--- src/logic/ram_addr_pkg.sv ---
// Constants for the display RAM address counter: command codes, field
// positions, reset values and widths.
// Assumes bytes arrive already deserialised on the controller clock.
package ram_addr_pkg;

    localparam int XW = 6;
    localparam int YW = 9;
    localparam int MODE_W = 3;

    // Command codes
    localparam logic [7:0] CMD_ENTRY_MODE = 8'h11;
    localparam logic [7:0] CMD_HORIZ_WIN = 8'h44;
    localparam logic [7:0] CMD_VERT_WIN = 8'h45;
    localparam logic [7:0] CMD_HORIZ_POS = 8'h4e;
    localparam logic [7:0] CMD_VERT_POS = 8'h4f;
    localparam logic [7:0] CMD_NO_OPERATION = 8'h7f;
    // Frame memory write commands for the two planes
    localparam logic [7:0] CMD_WRITE_PLANE0 = 8'h24;
    localparam logic [7:0] CMD_WRITE_PLANE1 = 8'h26;

    // Field positions inside the data-entry byte
    localparam int SIGN_X_BIT = 0;
    localparam int SIGN_Y_BIT = 1;
    localparam int AXIS_BIT = 2;

    // Parameter byte indices
    localparam logic [1:0] PIDX_0 = 2'h0;
    localparam logic [1:0] PIDX_1 = 2'h1;
    localparam logic [1:0] PIDX_2 = 2'h2;
    localparam logic [1:0] PIDX_3 = 2'h3;

    // Values after reset
    localparam logic [MODE_W-1:0] RST_ENTRY_MODE = 3'h3;
    localparam logic [XW-1:0] RST_HORIZ_POS = 6'h00;
    localparam logic [YW-1:0] RST_VERT_POS = 9'h000;
    localparam logic [XW-1:0] RST_HORIZ_START = 6'h00;
    localparam logic [XW-1:0] RST_HORIZ_END = 6'h15;
    localparam logic [YW-1:0] RST_VERT_START = 9'h000;
    localparam logic [YW-1:0] RST_VERT_END = 9'h127;

    typedef enum logic [1:0] {
        ST_IDLE = 2'b00,
        ST_PARAM = 2'b01,
        ST_WRITE = 2'b10
    } parse_state_t;

endpackage

--- src/logic/step_if.sv ---
// Carries the current counter, window and entry setting to the stepper
// and the stepped position back. The stepper end holds no state; only the controller end is clocked.
interface step_if;
    logic [ram_addr_pkg::XW-1:0] cur_x;
    logic [ram_addr_pkg::YW-1:0] cur_y;
    logic [ram_addr_pkg::MODE_W-1:0] mode;
    logic [ram_addr_pkg::XW-1:0] x_start;
    logic [ram_addr_pkg::XW-1:0] x_end;
    logic [ram_addr_pkg::YW-1:0] y_start;
    logic [ram_addr_pkg::YW-1:0] y_end;
    logic [ram_addr_pkg::XW-1:0] nxt_x;
    logic [ram_addr_pkg::YW-1:0] nxt_y;

    modport ctrl (output cur_x, cur_y, mode, x_start, x_end, y_start, y_end, input nxt_x, nxt_y);
    modport stepper (input cur_x, cur_y, mode, x_start, x_end, y_start, y_end, output nxt_x, nxt_y);
endinterface

--- src/logic/window_stepper.sv ---
// Computes the position that follows one RAM data write inside the window.
// Purely combinational; the caller registers the result.
module window_stepper (
    step_if.stepper s
);
    logic inc_x;
    logic inc_y;
    logic x_at;
    logic y_at;
    logic [ram_addr_pkg::XW-1:0] x_step;
    logic [ram_addr_pkg::XW-1:0] x_reload;
    logic [ram_addr_pkg::YW-1:0] y_step;
    logic [ram_addr_pkg::YW-1:0] y_reload;

    always_comb begin
        inc_x = s.mode[ram_addr_pkg::SIGN_X_BIT]; // [RULE7]
        inc_y = s.mode[ram_addr_pkg::SIGN_Y_BIT]; // [RULE7]
        // Increment runs start to end, decrement runs end to start
        x_step = inc_x ? s.cur_x + 6'h01 : s.cur_x - 6'h01; // [RULE5] [RULE6]
        y_step = inc_y ? s.cur_y + 9'h001 : s.cur_y - 9'h001; // [RULE5] [RULE6]
        x_at = inc_x ? (s.cur_x == s.x_end) : (s.cur_x == s.x_start); // [RULE9]
        y_at = inc_y ? (s.cur_y == s.y_end) : (s.cur_y == s.y_start); // [RULE9]
        x_reload = inc_x ? s.x_start : s.x_end;
        y_reload = inc_y ? s.y_start : s.y_end;
        if (!s.mode[ram_addr_pkg::AXIS_BIT]) begin // [RULE8]
            if (x_at) begin // [RULE12]
                s.nxt_x = x_reload;
                s.nxt_y = y_at ? y_reload : y_step;
            end else begin
                s.nxt_x = x_step;
                s.nxt_y = s.cur_y;
            end
        end else begin
            if (y_at) begin // [RULE12]
                s.nxt_y = y_reload;
                s.nxt_x = x_at ? x_reload : x_step;
            end else begin
                s.nxt_y = y_step;
                s.nxt_x = s.cur_x;
            end
        end
    end
endmodule

--- src/logic/ram_position_counter.sv ---
// Command decoder and RAM address counter of the display controller.
// Assumes bytes arrive as one-cycle strobes from a serial receiver on clk,
// with the data/command level captured alongside each byte.

// Overview of operation
// [RULE1] Command 4Eh plus one byte loads the six-bit horizontal position; resets zero.
// [RULE2] Command 4Fh plus low byte then bit 8 loads the nine-bit vertical position.
// [RULE3] Command 7Fh changes nothing but ends any RAM write sequence.
// [RULE4] Command 11h byte: bit 2 step axis, bits 1..0 step signs; resets to 011.
// [RULE5] A sign bit of one increments that axis after each RAM data write.
// [RULE6] A sign bit of zero decrements that axis after each RAM data write.
// [RULE7] Sign bit 0 governs horizontal, sign bit 1 governs vertical, independently.
// [RULE8] Axis select 0 advances horizontal first, 1 advances vertical first.
// [RULE9] RAM data writes stay inside the programmed window rectangle.
// [RULE10] Command 44h with two bytes sets horizontal window start and end.
// [RULE11] Command 45h with four bytes sets vertical window start and end, low first.
// [RULE12] Passing a window limit reloads that coordinate and steps the other once.
// [RULE13] Host sends commands with select low, parameters with select high, right after.
module ram_position_counter (
    input wire logic clk,
    input wire logic rstn,
    input wire logic byte_valid,
    input wire logic [7:0] byte_data,
    input wire logic byte_is_data,
    output logic ram_wr,
    output logic ram_wr_plane,
    output logic [7:0] ram_wr_data,
    output logic [ram_addr_pkg::XW-1:0] ram_wr_x,
    output logic [ram_addr_pkg::YW-1:0] ram_wr_y,
    output logic [ram_addr_pkg::XW-1:0] horiz_pos,
    output logic [ram_addr_pkg::YW-1:0] vert_pos,
    output logic [ram_addr_pkg::MODE_W-1:0] entry_mode,
    output logic write_active
);
    ram_addr_pkg::parse_state_t state_r;
    ram_addr_pkg::parse_state_t state_nxt;
    logic [7:0] cmd_r;
    logic [7:0] cmd_nxt;
    logic [1:0] pidx_r;
    logic [1:0] pidx_nxt;
    logic [ram_addr_pkg::XW-1:0] x_r;
    logic [ram_addr_pkg::XW-1:0] x_nxt;
    logic [ram_addr_pkg::YW-1:0] y_r;
    logic [ram_addr_pkg::YW-1:0] y_nxt;
    logic [ram_addr_pkg::MODE_W-1:0] mode_r;
    logic [ram_addr_pkg::MODE_W-1:0] mode_nxt;
    logic [ram_addr_pkg::XW-1:0] xs_r;
    logic [ram_addr_pkg::XW-1:0] xs_nxt;
    logic [ram_addr_pkg::XW-1:0] xe_r;
    logic [ram_addr_pkg::XW-1:0] xe_nxt;
    logic [ram_addr_pkg::YW-1:0] ys_r;
    logic [ram_addr_pkg::YW-1:0] ys_nxt;
    logic [ram_addr_pkg::YW-1:0] ye_r;
    logic [ram_addr_pkg::YW-1:0] ye_nxt;
    logic plane_r;
    logic plane_nxt;
    logic wr_r;
    logic wr_nxt;
    logic [7:0] wdata_r;
    logic [7:0] wdata_nxt;
    logic [ram_addr_pkg::XW-1:0] wx_r;
    logic [ram_addr_pkg::XW-1:0] wx_nxt;
    logic [ram_addr_pkg::YW-1:0] wy_r;
    logic [ram_addr_pkg::YW-1:0] wy_nxt;
    logic wr_open_r;
    logic wr_open_nxt;

    step_if st ();

    assign st.cur_x = x_r;
    assign st.cur_y = y_r;
    assign st.mode = mode_r;
    assign st.x_start = xs_r;
    assign st.x_end = xe_r;
    assign st.y_start = ys_r;
    assign st.y_end = ye_r;

    window_stepper u_stepper (
        .s(st.stepper)
    );

    // Parser and configuration next state
    always_comb begin
        state_nxt = state_r;
        cmd_nxt = cmd_r;
        pidx_nxt = pidx_r;
        x_nxt = x_r;
        y_nxt = y_r;
        mode_nxt = mode_r;
        xs_nxt = xs_r;
        xe_nxt = xe_r;
        ys_nxt = ys_r;
        ye_nxt = ye_r;
        plane_nxt = plane_r;
        wr_nxt = 1'b0;
        wdata_nxt = wdata_r;
        wx_nxt = wx_r;
        wy_nxt = wy_r;
        if (byte_valid && !byte_is_data) begin // [RULE13]
            // Any command byte closes a RAM write sequence in progress
            cmd_nxt = byte_data;
            pidx_nxt = ram_addr_pkg::PIDX_0;
            if (byte_data == ram_addr_pkg::CMD_NO_OPERATION) begin
                state_nxt = ram_addr_pkg::ST_IDLE; // [RULE3]
            end else if (byte_data == ram_addr_pkg::CMD_WRITE_PLANE0 ||
                         byte_data == ram_addr_pkg::CMD_WRITE_PLANE1) begin
                state_nxt = ram_addr_pkg::ST_WRITE;
                plane_nxt = (byte_data == ram_addr_pkg::CMD_WRITE_PLANE1);
            end else begin
                state_nxt = ram_addr_pkg::ST_PARAM;
            end
        end else if (byte_valid) begin
            unique case (state_r)
                ram_addr_pkg::ST_IDLE: begin
                    // Stray data with no open command is dropped
                    state_nxt = ram_addr_pkg::ST_IDLE;
                end
                ram_addr_pkg::ST_WRITE: begin
                    wr_nxt = 1'b1;
                    wdata_nxt = byte_data;
                    wx_nxt = x_r;
                    wy_nxt = y_r;
                    x_nxt = st.nxt_x; // [RULE5] [RULE6] [RULE9]
                    y_nxt = st.nxt_y; // [RULE5] [RULE6] [RULE9]
                end
                ram_addr_pkg::ST_PARAM: begin
                    // Saturate at index 3; surplus bytes of 45h keep rewriting bit 8 of the vertical end, others land on no field
                    if (pidx_r != ram_addr_pkg::PIDX_3) begin
                        pidx_nxt = pidx_r + 2'h1;
                    end
                    unique case (cmd_r)
                        ram_addr_pkg::CMD_HORIZ_POS: begin
                            if (pidx_r == ram_addr_pkg::PIDX_0) begin
                                x_nxt = byte_data[ram_addr_pkg::XW-1:0]; // [RULE1]
                            end
                        end
                        ram_addr_pkg::CMD_VERT_POS: begin
                            if (pidx_r == ram_addr_pkg::PIDX_0) begin
                                y_nxt = {y_r[8], byte_data}; // [RULE2]
                            end else if (pidx_r == ram_addr_pkg::PIDX_1) begin
                                y_nxt = {byte_data[0], y_r[7:0]}; // [RULE2]
                            end
                        end
                        ram_addr_pkg::CMD_ENTRY_MODE: begin
                            if (pidx_r == ram_addr_pkg::PIDX_0) begin
                                mode_nxt = byte_data[ram_addr_pkg::MODE_W-1:0]; // [RULE4]
                            end
                        end
                        ram_addr_pkg::CMD_HORIZ_WIN: begin
                            if (pidx_r == ram_addr_pkg::PIDX_0) begin
                                xs_nxt = byte_data[ram_addr_pkg::XW-1:0]; // [RULE10]
                            end else if (pidx_r == ram_addr_pkg::PIDX_1) begin
                                xe_nxt = byte_data[ram_addr_pkg::XW-1:0]; // [RULE10]
                            end
                        end
                        ram_addr_pkg::CMD_VERT_WIN: begin
                            if (pidx_r == ram_addr_pkg::PIDX_0) begin
                                ys_nxt = {ys_r[8], byte_data}; // [RULE11]
                            end else if (pidx_r == ram_addr_pkg::PIDX_1) begin
                                ys_nxt = {byte_data[0], ys_r[7:0]}; // [RULE11]
                            end else if (pidx_r == ram_addr_pkg::PIDX_2) begin
                                ye_nxt = {ye_r[8], byte_data}; // [RULE11]
                            end else begin
                                if (pidx_r == ram_addr_pkg::PIDX_3 && cmd_r == ram_addr_pkg::CMD_VERT_WIN) begin
                                    ye_nxt = {byte_data[0], ye_r[7:0]}; // [RULE11]
                                end
                            end
                        end
                        default: begin
                            // Parameters of commands outside this block are ignored
                            cmd_nxt = cmd_r;
                        end
                    endcase
                end
                default: begin
                    state_nxt = ram_addr_pkg::ST_IDLE;
                end
            endcase
        end
        // Registered copy of the write state so the level leaves from a flop
        wr_open_nxt = (state_nxt == ram_addr_pkg::ST_WRITE); // [RULE3]
    end

    always_ff @(posedge clk) begin
        if (!rstn) begin
            state_r <= ram_addr_pkg::ST_IDLE;
            cmd_r <= 8'h00;
            pidx_r <= ram_addr_pkg::PIDX_0;
            x_r <= ram_addr_pkg::RST_HORIZ_POS; // [RULE1]
            y_r <= ram_addr_pkg::RST_VERT_POS; // [RULE2]
            mode_r <= ram_addr_pkg::RST_ENTRY_MODE; // [RULE4]
            xs_r <= ram_addr_pkg::RST_HORIZ_START; // [RULE10]
            xe_r <= ram_addr_pkg::RST_HORIZ_END; // [RULE10]
            ys_r <= ram_addr_pkg::RST_VERT_START; // [RULE11]
            ye_r <= ram_addr_pkg::RST_VERT_END; // [RULE11]
            plane_r <= 1'b0;
            wr_r <= 1'b0;
            wdata_r <= 8'h00;
            wx_r <= ram_addr_pkg::RST_HORIZ_POS;
            wy_r <= ram_addr_pkg::RST_VERT_POS;
            wr_open_r <= 1'b0;
        end else begin
            state_r <= state_nxt;
            cmd_r <= cmd_nxt;
            pidx_r <= pidx_nxt;
            x_r <= x_nxt;
            y_r <= y_nxt;
            mode_r <= mode_nxt;
            xs_r <= xs_nxt;
            xe_r <= xe_nxt;
            ys_r <= ys_nxt;
            ye_r <= ye_nxt;
            plane_r <= plane_nxt;
            wr_r <= wr_nxt;
            wdata_r <= wdata_nxt;
            wx_r <= wx_nxt;
            wy_r <= wy_nxt;
            wr_open_r <= wr_open_nxt;
        end
    end

    // Every output is a flop; write address is the pre-step position
    assign ram_wr = wr_r;
    assign ram_wr_plane = plane_r;
    assign ram_wr_data = wdata_r;
    assign ram_wr_x = wx_r;
    assign ram_wr_y = wy_r;
    assign horiz_pos = x_r;
    assign vert_pos = y_r;
    assign entry_mode = mode_r;
    assign write_active = wr_open_r;
endmodule

--- config.mk ---
export PLATFORM = sky130hd
export DESIGN_NAME = ram_position_counter
export DESIGN_NICKNAME = d
export VERILOG_FILES = /design/src/logic/ram_addr_pkg.sv /design/src/logic/step_if.sv /design/src/logic/window_stepper.sv /design/src/logic/ram_position_counter.sv
export SDC_FILE = /design/constraint.sdc
export NUM_CORES = 1
export LEC_CHECK = 0
export BUFFER_PORTS_ARGS = -buffer_cell sky130_fd_sc_hd__buf_2
export CAP_MARGIN = 20
export CORE_UTILIZATION = 50
export CTS_BUF_LIST = sky130_fd_sc_hd__clkbuf_8
export DETAILED_ROUTE_END_ITERATION = 6
export PLACE_DENSITY = 0.7
export SLEW_MARGIN = 0
export SYNTH_ARGS = -nofsm -noshare
export SYNTH_HDL_FRONTEND = slang
export SYNTH_HIERARCHICAL = 1
export SYNTH_SLANG_ARGS = --single-unit
--- constraint.sdc ---
create_clock -name clk -period 7.79 [get_ports clk]
set_clock_uncertainty 0.15 [all_clocks]
set_input_delay 0.779 -clock clk [delete_from_list [all_inputs] [get_ports clk]]
set_output_delay 0.779 -clock clk [all_outputs]
set_load 0.02 [all_outputs]
## Yosys cells after proc, flatten, opt, wreduce, memory -nomap -nowiden

Index checks and enable logic that the tools add are counted.
Widths: inputs -> output; s select.

- Output and inout port bits: 44
- Register bits after elaboration: 86
- Input port bits: 12
- Word-level logic and storage cells: 106

- Multiplexer cells: 27
- Bitwise operators: 7
- Add/sub/neg operators: 5
- Reductions and logical operators: 22
- Equality and inequality tests: 26

Operator list:

| operator | count |
|---|---|
| $mux 9 | 8 |
| $mux 6 | 7 |
| $eq 8x7->1 const B | 5 |
| $reduce_and 6->1 | 4 |
| $eq 9x9->1 | 2 |
| $pmux 9 s2 | 1 |
| $eq 8x6->1 const B | 2 |
| $mux 8 | 2 |
| $reduce_and 5->1 | 3 |
| $reduce_and 7->1 | 2 |
| $eq 6x6->1 | 2 |
| $pmux 6 s2 | 1 |
| $mux 2 | 5 |
| $add 9x1->9 const B | 1 |
| $reduce_and 3->1 | 3 |
| $sub 9x1->9 const B | 1 |
| $eq 2x2->1 const B | 4 |
| $eq 8x5->1 const B | 1 |
| $ne 2x2->1 const B | 4 |
| $reduce_and 8->1 | 1 |
| $not 1->1 | 7 |
| $add 6x1->6 const B | 1 |
| $ne 3x2->1 const B | 2 |
| $sub 6x1->6 const B | 1 |
| other kinds (11) | 17 |

## Longest topological paths before layout

Gate-level depths: netlist of the first run.

- Depth in word-level cells: 6
- Gate-level depth with buffers: 13
- Gate-level depth less buffers: 11

## Modules after synthesis

Netlist of the first run, hierarchy kept.

Modules (own cells, without submodules):

| module | instances | cells an instance | seq. area each (um2) | area an instance (um2) |
|---|---|---|---|---|
| ram_position_counter | 1 | 411 | 1721.7 | 3724.8 |
| window_stepper | 1 | 170 | 0.0 | 1423.9 |

## Least setup slack after synthesis of the first run

OpenSTA, ideal clock, no wires.

- Path type: reg2reg
- Start point: register mode_r (netlist bit entry_mode[1])
- End point: register y_r (netlist bit vert_pos[8])
- Path buffers: 2
- Arrival time: 2604 ps
- Required time: 7524 ps
- Stages on the path, launching flop included: 13
- Setup time: 116 ps
- Period minus slack after synthesis: 2870 ps
- Path slack: 4920 ps
- Cell sequence: dfxtp_1 > buf_6 > buf_8 > inv_1 > fa_1 > a21oi_1 > o211ai_1 > nor4b_1 > a211oi_1 > o311a_1 > nor3_1 > nor2_1 > and3_1

- Longest elaborated chain between the ends: 5
- Elaborated cells on any way between the ends: 7
- Those cells by class: mux: 7

RTL lines:

| element | line | source |
|---|---|---|
| from (decl) | ram_position_counter.sv:45 | `logic [ram_addr_pkg::MODE_W-1:0] mode_r;` |
| from (signal assigned) | ram_position_counter.sv:191 | `mode_r <= ram_addr_pkg::RST_ENTRY_MODE;` |
| from (signal assigned) | ram_position_counter.sv:208 | `mode_r <= mode_nxt;` |
| $mux 9 (tied with other cells) | window_stepper.sv:20 | `y_step = inc_y ? s.cur_y + 9'h001 : s.cur_y - 9'h001;` |
| $mux 9 (*) | window_stepper.sv:28, window_stepper.sv:34 |  |
| $mux 9 | window_stepper.sv:26 | `if (x_at) begin` |
| $mux 9 (*) | window_stepper.sv:25 | `if (!s.mode[ram_addr_pkg::AXIS_BIT]) begin` |
| named net st.nxt_y (one bit) | step_if.sv:12 | `logic [ram_addr_pkg::YW-1:0] nxt_y;` |
| $pmux 9 s2 (*) | ram_position_counter.sv:113 | `unique case (state_r)` |
| to (signal assigned) | ram_position_counter.sv:190 | `y_r <= ram_addr_pkg::RST_VERT_POS;` |
| to (signal assigned) | ram_position_counter.sv:207 | `y_r <= y_nxt;` |
| to (decl) | ram_position_counter.sv:43 | `logic [ram_addr_pkg::YW-1:0] y_r;` |

The timed path passes the listed nets; every way through them passes the cells marked *. The select of a mux whose other input is x is not followed.
A chain may end at the register's enable or synchronous reset.

## Final worst setup path of the first run

Ends and elaborated chain as after synthesis.

==> results.tsv, run 1 <==
stage	metric	value	unit
cts	Reg clk slew, reported paths	0.09	ns
hold_path	worst hold path class	register to register	
floorplan	Core Region	9860	µm²
sta	transition time of the tightest slew-check pin	1.09	ns
worst_setup_path	critical path depth	12	
worst_setup_path	crit path DAT	3.56	ns
synthesis	post-synth design cell area	5150	µm²
synthesis	area share of xor/xnor cells in the synthesized design	4.25	%
worst_setup_path	Setup Crit Path Kind	register to register	
cts	# Post-CTS Setup Buffers	0	
finish	most common library cell in the layout ignoring fill and taps	sky130_fd_sc_hd__nand2_1	
sta	peak clock frequency supported by timing	290	MHz
worst_setup_path	Max Fanout on Critical Path	17	
worst_setup_path	Worst setup startpoint	entry_mode[1]	
sta	Final Max Tran Viols	0	
floorplan	Die ar.	10700	µm²
synthesis	syn_nets	613	
global_routing	number of antenna violations at the first check in global routing	0	
sta	hold slack	0.315	ns
power	static leakage power	2.45	nW
synthesis	share of synthesized cell area in full adder, half adder and majority cells	5.15	%
finish	most frequent cells in the layout	sky130_fd_sc_hd__nand2_1, sky130_fd_sc_hd__dfxtp_1, sky130_fd_sc_hd__mux2i_1, sky130_fd_sc_hd__buf_2, sky130_fd_sc_hd__a21boi_0	
run_status	result of the run	finished, final reports clean	
routing	residual antenna-violating net count after detailed routing	0	
worst_setup_path	largest incremental delay on the critical path	0.57	ns
synthesis	distinct cell type count of the synthesized netlist	60	
sta	total of endpoints with negative setup slack in the final report	0	
floorplan	row count	36	
worst_setup_path	startpoint class of the critical path	register	
worst_setup_path	endpoint of the worst-slack reg-to-reg timing path	vert_pos[8]	
global_routing	leftover overflow at the end of global routing	0	
cts	CTS Root Cell	sky130_fd_sc_hd__clkbuf_8	
routing	Routed WL per cell	17.5	µm
finish	share of cells above drive strength 1	16.5	%
cts	Post-CTS Hold Buffers	0	
worst_setup_path	R2R cell count	12	
power	maximum vdd drop	0.0973	mV
synthesis	cell count after synthesis	581	
sta	clock period minus final worst setup slack	3.45	ns
synthesis	flip-flop and latch count after synthesis	86	
synthesis	largest family of logic cells by synthesized area	simple AND/OR/NAND/NOR gates	
place	RD Place Congestion	0.940	
global_routing	largest net degree at the start of global routing	74	
finish	layout-stage area growth over the synthesis result	9.84	%
worst_setup_path	family with the most delay on the worst path	compound AO/OA/AOI/OAI gates	
synthesis	Synth warnings	6	
synthesis	simple-gate portion of the synthesized area	21.2	%
synthesis	portion of the post-synthesis area used by sequential elements	33.4	%
synthesis	dominant register cell in the synthesized netlist	sky130_fd_sc_hd__dfxtp_1	
floorplan	DIE HEIGHT	103	µm
cts	sink count of the clock tree	86	
global_routing	global routing usage summed across all routing layers	26.1	%
global_routing	first-pass GRT wire length	21000	µm
sta	Sum Neg Setup Slack	0	ns
routing	detailed-route DRC error count	0	
routing	detailed-route wire length	13200	µm
worst_setup_path	ordered list of cells on the worst path	buf_4 -> inv_1 -> ha_1 -> nand3_1 -> o211ai_1 -> nor4b_1 -> a211oi_1 -> nand4_1 -> o311a_1 -> nor3_1 -> nor2_1 -> and3_1	
worst_setup_path	CP Buf/Inv Count	2	
routing	number of DRC markers after the initial detailed-route iteration	223	
finish	Antenna Diode Count	0	
worst_setup_path	Critical Path Sink	vert_pos[8]	
run	maxcap violations	0	
routing	Pre-Repair DR Iteration Count	5	
worst_setup_path	critical path data required time	7.90	ns
routing	vias post-DR	4359	
worst_setup_path	worst reg2reg startpoint	entry_mode[1]	
synthesis	Post-Synthesis Mean Instance Area	8.86	µm²
cts	clock latency reported for the late side of the worst-skew pair	0.35	ns
floorplan	floorplan die width	103	µm
sta	final hold vios	0	
synthesis	count of flip-flops with a built-in enable after synthesis	0	
synthesis	mux contribution to synthesized area	16.9	%
cts	post-cts sizing count	0	
power	power density relative to cell area	161	nW/µm²
synthesis	ys async rst share	0	%
cts	H-tree lvl count	3	
floorplan	starting density of the core	52.2	%
worst_setup_path	nature of the critical path endpoint	register	
sta	share of the cycle needed by the critical path after routing	44.3	%
sta	RSZ-0062 raised after global routing	false	
cts	number of buffers created by CTS	9	
cts	maximum clock insertion buffer count	2	
synthesis	complex-gate fraction of the synthesized area	14.6	%
global_routing	vias in the first global route	3986	
worst_setup_path	slowest library cell on the worst path	sky130_fd_sc_hd__dfxtp_1	
routing	drt via density	5.79	
cts	TritonCTS clock tree	yes	
sta	headroom to the max-slew limit	27.1	%
place	count of buffers inserted at the top-level ports	55	
worst_setup_path	Worst R2R Setup Slack	4.34	ns
place	post-detailed-placement half-perimeter wirelength	9220	µm
floorplan	Top Ports	56	
finish	nets	647	
[report_power, final]
group | switching [W] | leakage (nW) | total, W | internal, W
clock network | 0.000164 | 0.118 | 0.000353 | 0.000189
logic | 0.0000594 | 1.64 | 0.0000943 | 0.0000349
registers | 0.0000138 | 0.696 | 0.000461 | 0.000447
[layout make-up]
type / instances / area, µm²
fillers: 890 / 4210
multi-input cells: 447 / 3200
flip-flops and latches: 86 / 1720
repair buffers: 57 / 290
well taps: 133 / 166
clock buffers: 10 / 138
clock inverters: 6 / 86.3
inverters: 14 / 52.6
[worst min path at each step]
stage                        from       endpoint  slack, ns  cells past startpoint
floorplan           st.x_start[5]  st.x_start[5]       0.29                      2
global placement      ram_wr_x[0]    ram_wr_x[0]       0.30                      2
detailed placement    ram_wr_x[0]    ram_wr_x[0]       0.31                      2
CTS                   ram_wr_x[0]    ram_wr_x[0]       0.32                      2
global route          ram_wr_y[0]    ram_wr_y[0]       0.34                      2
finish                ram_wr_x[0]    ram_wr_x[0]       0.31                      2
[metrics by stage]
step	total power, W	instance area, µm²	util, %	setup slack, ns	std cells
4_1_cts	0.000913	5660	57.3	4.44	753
5_1_grt	0.000945	5660	57.3	4.14	753
2_1_floorplan	0.000534	5150	-	4.92	581
3_3_place_gp	0.000562	5430	55.1	4.54	737
3_5_place_dp	0.000564	5430	55.1	4.46	737
6_report	0.000908	5660	57.3	4.34	753
[logic make-up after synthesis]
group	after synthesis
compound gates	108
xor+xnor	25
fa+ha+maj	20
buf+inv	48
flops	86
mux	84
simple gates	210
[worst reg2reg max path, delay by kind of cell (launching register included)]
family,cells,cell delay [ns]
adder cells (fa/ha/maj),1,0.45
buffers and inverters,2,0.58
AND/OR/NAND/NOR,6,0.76
AO/OA/AOI/OAI,3,0.84
flip-flops,1,0.57
[registers in the layout (all words and copies together) (netlist names), 3 cells and up]
register,count
cmd_r,8
horiz_pos,6
st.x_end,6
vert_pos,9
st.y_start,9
ram_wr_y,9
ram_wr_x,6
st.x_start,6
entry_mode,3
ram_wr_data,8
st.y_end,9
[metal layers]
| layer | share of wire, % | track usage [%] |
|---|---|---|
| met1 | 48 | 36.9 |
| met2 | 44 | 40.0 |
| met3 | 6.2 | 5.51 |
| met4 | 1.6 | 7.58 |
| met5 | 0 | 0 |
[Yosys cell counts (6+ instances only)]
cell type | count | area (µm²)
sky130_fd_sc_hd__nor3_1 | 11 | 55.1
sky130_fd_sc_hd__a21oi_1 | 16 | 80.1
sky130_fd_sc_hd__xnor2_1 | 12 | 105
sky130_fd_sc_hd__clkbuf_1 | 22 | 82.6
sky130_fd_sc_hd__and3_1 | 6 | 37.5
sky130_fd_sc_hd__xor2_1 | 13 | 114
sky130_fd_sc_hd__a21boi_0 | 31 | 233
sky130_fd_sc_hd__nor2b_1 | 19 | 119
sky130_fd_sc_hd__a211oi_1 | 8 | 60.1
sky130_fd_sc_hd__nand3b_1 | 6 | 45.0
sky130_fd_sc_hd__nor2_1 | 23 | 86.3
sky130_fd_sc_hd__buf_2 | 7 | 35.0
sky130_fd_sc_hd__mux2_2 | 11 | 124
sky130_fd_sc_hd__mux2i_1 | 69 | 691
sky130_fd_sc_hd__dfxtp_1 | 86 | 1720
sky130_fd_sc_hd__inv_1 | 14 | 52.6
sky130_fd_sc_hd__o221ai_1 | 8 | 70.1
sky130_fd_sc_hd__nand2_1 | 106 | 398
sky130_fd_sc_hd__nand3_1 | 10 | 50.1
sky130_fd_sc_hd__o22ai_1 | 8 | 50.1
sky130_fd_sc_hd__a31oi_1 | 6 | 37.5
sky130_fd_sc_hd__o21ai_0 | 13 | 65.1
sky130_fd_sc_hd__ha_1 | 18 | 225
Note: power is estimated with default switching activity, not from simulation.
==> run 2, diff against run 1 <==
clock period = 3.6 ns   (was 7.79 ns; I/O delays follow)
==> run 2 against run 1 <==
  * Highest routed layer unchanged
  * Maximum frequency grew 9.8%
  * Sequential power grew 120%
  * Design area shrank 0.15%
  * Worst hold slack lost 0.16 ns
  * Combinational power grew 120%
  * Wire length shrank 0.70%
  * Die area is the same
  * Sequential share of layout area is essentially flat
  * Largest power group unchanged
  * Power grew 100%
  * Largest cell class unchanged
  * Utilization shrank 0.089 points
  * First-iteration DRC count grew 5.8%
==> results.tsv, run 2 (synthesis results as in run 1) <==
stage	metric	value	unit	change
place	count of buffers inserted at the top-level ports	55		unchanged
sta	clock period minus final worst setup slack	3.14	ns	-0.307 ns
worst_setup_path	startpoint class of the critical path	register		
run_status	result of the run	finished, final reports clean		
finish	layout-stage area growth over the synthesis result	9.67	%	
worst_setup_path	R2R cell count	9		-3
cts	number of buffers created by CTS	9		unchanged
place	Setup WS pre-CTS	0.529	ns	-3.94 ns
worst_setup_path	critical path data required time	3.73	ns	-4.17 ns
routing	number of DRC markers after the initial detailed-route iteration	236		+5.8%
floorplan	row count	36		unchanged
routing	detailed-route wire length	13100	µm	-0.70%
cts	CTS Root Cell	sky130_fd_sc_hd__clkbuf_8		
floorplan	Die ar.	10700	µm²	unchanged
floorplan	Core Region	9860	µm²	unchanged
cts	Reg clk slew, reported paths	0.09	ns	about the same
sta	Sum Neg Setup Slack	0	ns	unchanged
worst_setup_path	Setup Crit Path Kind	register to register		
sta	hold slack	0.159	ns	-0.156 ns
floorplan	DIE HEIGHT	103	µm	unchanged
global_routing	first-pass GRT wire length	21000	µm	+0.13%
sta	final hold vios	0		unchanged
global_routing	number of antenna violations at the first check in global routing	0		unchanged
cts	Post-CTS Hold Buffers	0		unchanged
worst_setup_path	Critical Path Sink	horiz_pos[5]		
floorplan	Top Ports	56		unchanged
cts	clock latency reported for the late side of the worst-skew pair	0.37	ns	+0.02 ns
place	RD Place Congestion	0.833		-11%
global_routing	largest net degree at the start of global routing	43		-42%
finish	most common library cell in the layout ignoring fill and taps	sky130_fd_sc_hd__nand2_1		
worst_setup_path	family with the most delay on the worst path	compound AO/OA/AOI/OAI gates		
floorplan	floorplan die width	103	µm	unchanged
sta	transition time of the tightest slew-check pin	1.06	ns	-0.0284 ns
place	post-detailed-placement half-perimeter wirelength	9380	µm	+1.8%
cts	post-cts sizing count	0		unchanged
routing	Routed WL per cell	17.3	µm	-1.4%
cts	H-tree lvl count	3		unchanged
routing	residual antenna-violating net count after detailed routing	0		unchanged
sta	peak clock frequency supported by timing	318	MHz	+9.8%
finish	share of cells above drive strength 1	17.3	%	+0.83 points
routing	detailed-route DRC error count	0		unchanged
worst_setup_path	CP Buf/Inv Count	1		-1
routing	Pre-Repair DR Iteration Count	4		-1
finish	Antenna Diode Count	0		unchanged
worst_setup_path	largest incremental delay on the critical path	0.59	ns	+0.02 ns
power	maximum vdd drop	0.210	mV	+120%
routing	drt via density	5.77		-0.39%
global_routing	vias in the first global route	4043		+1.4%
routing	vias post-DR	4371		+0.28%
worst_setup_path	Max Fanout on Critical Path	9		-8
sta	share of the cycle needed by the critical path after routing	87.3	%	+43 points
power	power density relative to cell area	323	nW/µm²	+100%
cts	# Post-CTS Setup Buffers	0		unchanged
cts	TritonCTS clock tree	yes		
hold_path	worst hold path class	input port to register		
worst_setup_path	Worst R2R Setup Slack	0.46	ns	-3.88 ns
worst_setup_path	worst reg2reg startpoint	entry_mode[0]		
global_routing	global routing usage summed across all routing layers	26.1	%	-0.064 points
global_routing	leftover overflow at the end of global routing	0		unchanged
sta	headroom to the max-slew limit	29.2	%	+2.1 points
power	static leakage power	2.44	nW	-0.26%
worst_setup_path	slowest library cell on the worst path	sky130_fd_sc_hd__dfxtp_1		
worst_setup_path	crit path DAT	3.27	ns	-0.29 ns
cts	sink count of the clock tree	86		unchanged
finish	nets	653		+0.93%
worst_setup_path	ordered list of cells on the worst path	buf_4 -> mux2i_1 -> xnor2_1 -> nor2_1 -> a22oi_1 -> a311o_1 -> a31oi_1 -> o21ai_0 -> a211oi_1		
sta	final worst slack	0.457	ns	-3.88 ns
sta	RSZ-0062 raised after global routing	false		
worst_setup_path	endpoint of the worst-slack reg-to-reg timing path	horiz_pos[5]		
sta	Final Max Tran Viols	0		unchanged
run	maxcap violations	0		unchanged
finish	most frequent cells in the layout	sky130_fd_sc_hd__nand2_1, sky130_fd_sc_hd__dfxtp_1, sky130_fd_sc_hd__mux2i_1, sky130_fd_sc_hd__buf_2, sky130_fd_sc_hd__a21boi_0		
floorplan	starting density of the core	52.2	%	unchanged
cts	maximum clock insertion buffer count	2		unchanged
worst_setup_path	critical path depth	9		-3
worst_setup_path	nature of the critical path endpoint	register		
worst_setup_path	Worst setup startpoint	entry_mode[0]		
sta	total of endpoints with negative setup slack in the final report	0		unchanged
==> run 2: cell types whose count changed in the layout (fill, tap and decap cells not counted), sizes merged <==
cell and change:
buf +6, bufinv -2, clkinv -2, clkinvlp +2, inv +2, clkbuf -1
==> run 2: through the flow <==
stage / instance area (µm²) / utilization (%) / cells / total power (W)
detailed placement: 5480 / 55.5 / 743 / 0.00122
global route: 5650 / 57.2 / 758 / 0.00190
CTS: 5650 / 57.2 / 758 / 0.00183
floorplan: 5150 / - / 581 / 0.00116
finish: 5650 / 57.2 / 758 / 0.00182
global placement: 5480 / 55.5 / 743 / 0.00122
==> run 2: worst min-delay path by stage <==
stage / cells after the start / startpoint / slack (ns) / endpoint
after floorplan: 2 / st.x_start[5] / 0.29 / st.x_start[5]
after global placement: 2 / ram_wr_y[5] / 0.30 / ram_wr_y[5]
after detailed placement: 2 / ram_wr_data[0] / 0.31 / ram_wr_data[0]
after CTS: 3 / byte_data[7] / 0.15 / ram_wr_data[7]
after global routing: 3 / byte_data[6] / 0.18 / ram_wr_data[6]
final: 3 / byte_data[7] / 0.16 / ram_wr_data[7]
==> run 2: layout make-up <==
cell class	count	area [µm²]
sequential	86	1720
fill	922	4220
timing repair buffer	63	335
tap	133	166
clock inverter	6	46.3
multi-input combinational	447	3200
clock buffer	9	124
inverter	14	52.6
==> run 2: routing by layer <==
metal  up-vias  track usage [%]  routed length [µm]
met2       151             40.7                5970
met3        29             4.10                 749
li1       2138                -                   -
met1      2053             35.7                6040
met4         0             11.3                 327
met5         -                0                   0
==> run 2: worst min-delay path, stage by stage <==
cell and delay, ns:
sky130_fd_sc_hd__buf_2 0.15, sky130_fd_sc_hd__nand2_1 0.06, sky130_fd_sc_hd__a21boi_0 0.06
==> run 2: report_power, final <==
group	total (W)	switching (W)	internal (W)
logic	0.000204	0.000128	0.0000768
clock network	0.000621	0.000368	0.000253
registers	0.000997	0.0000297	0.000967
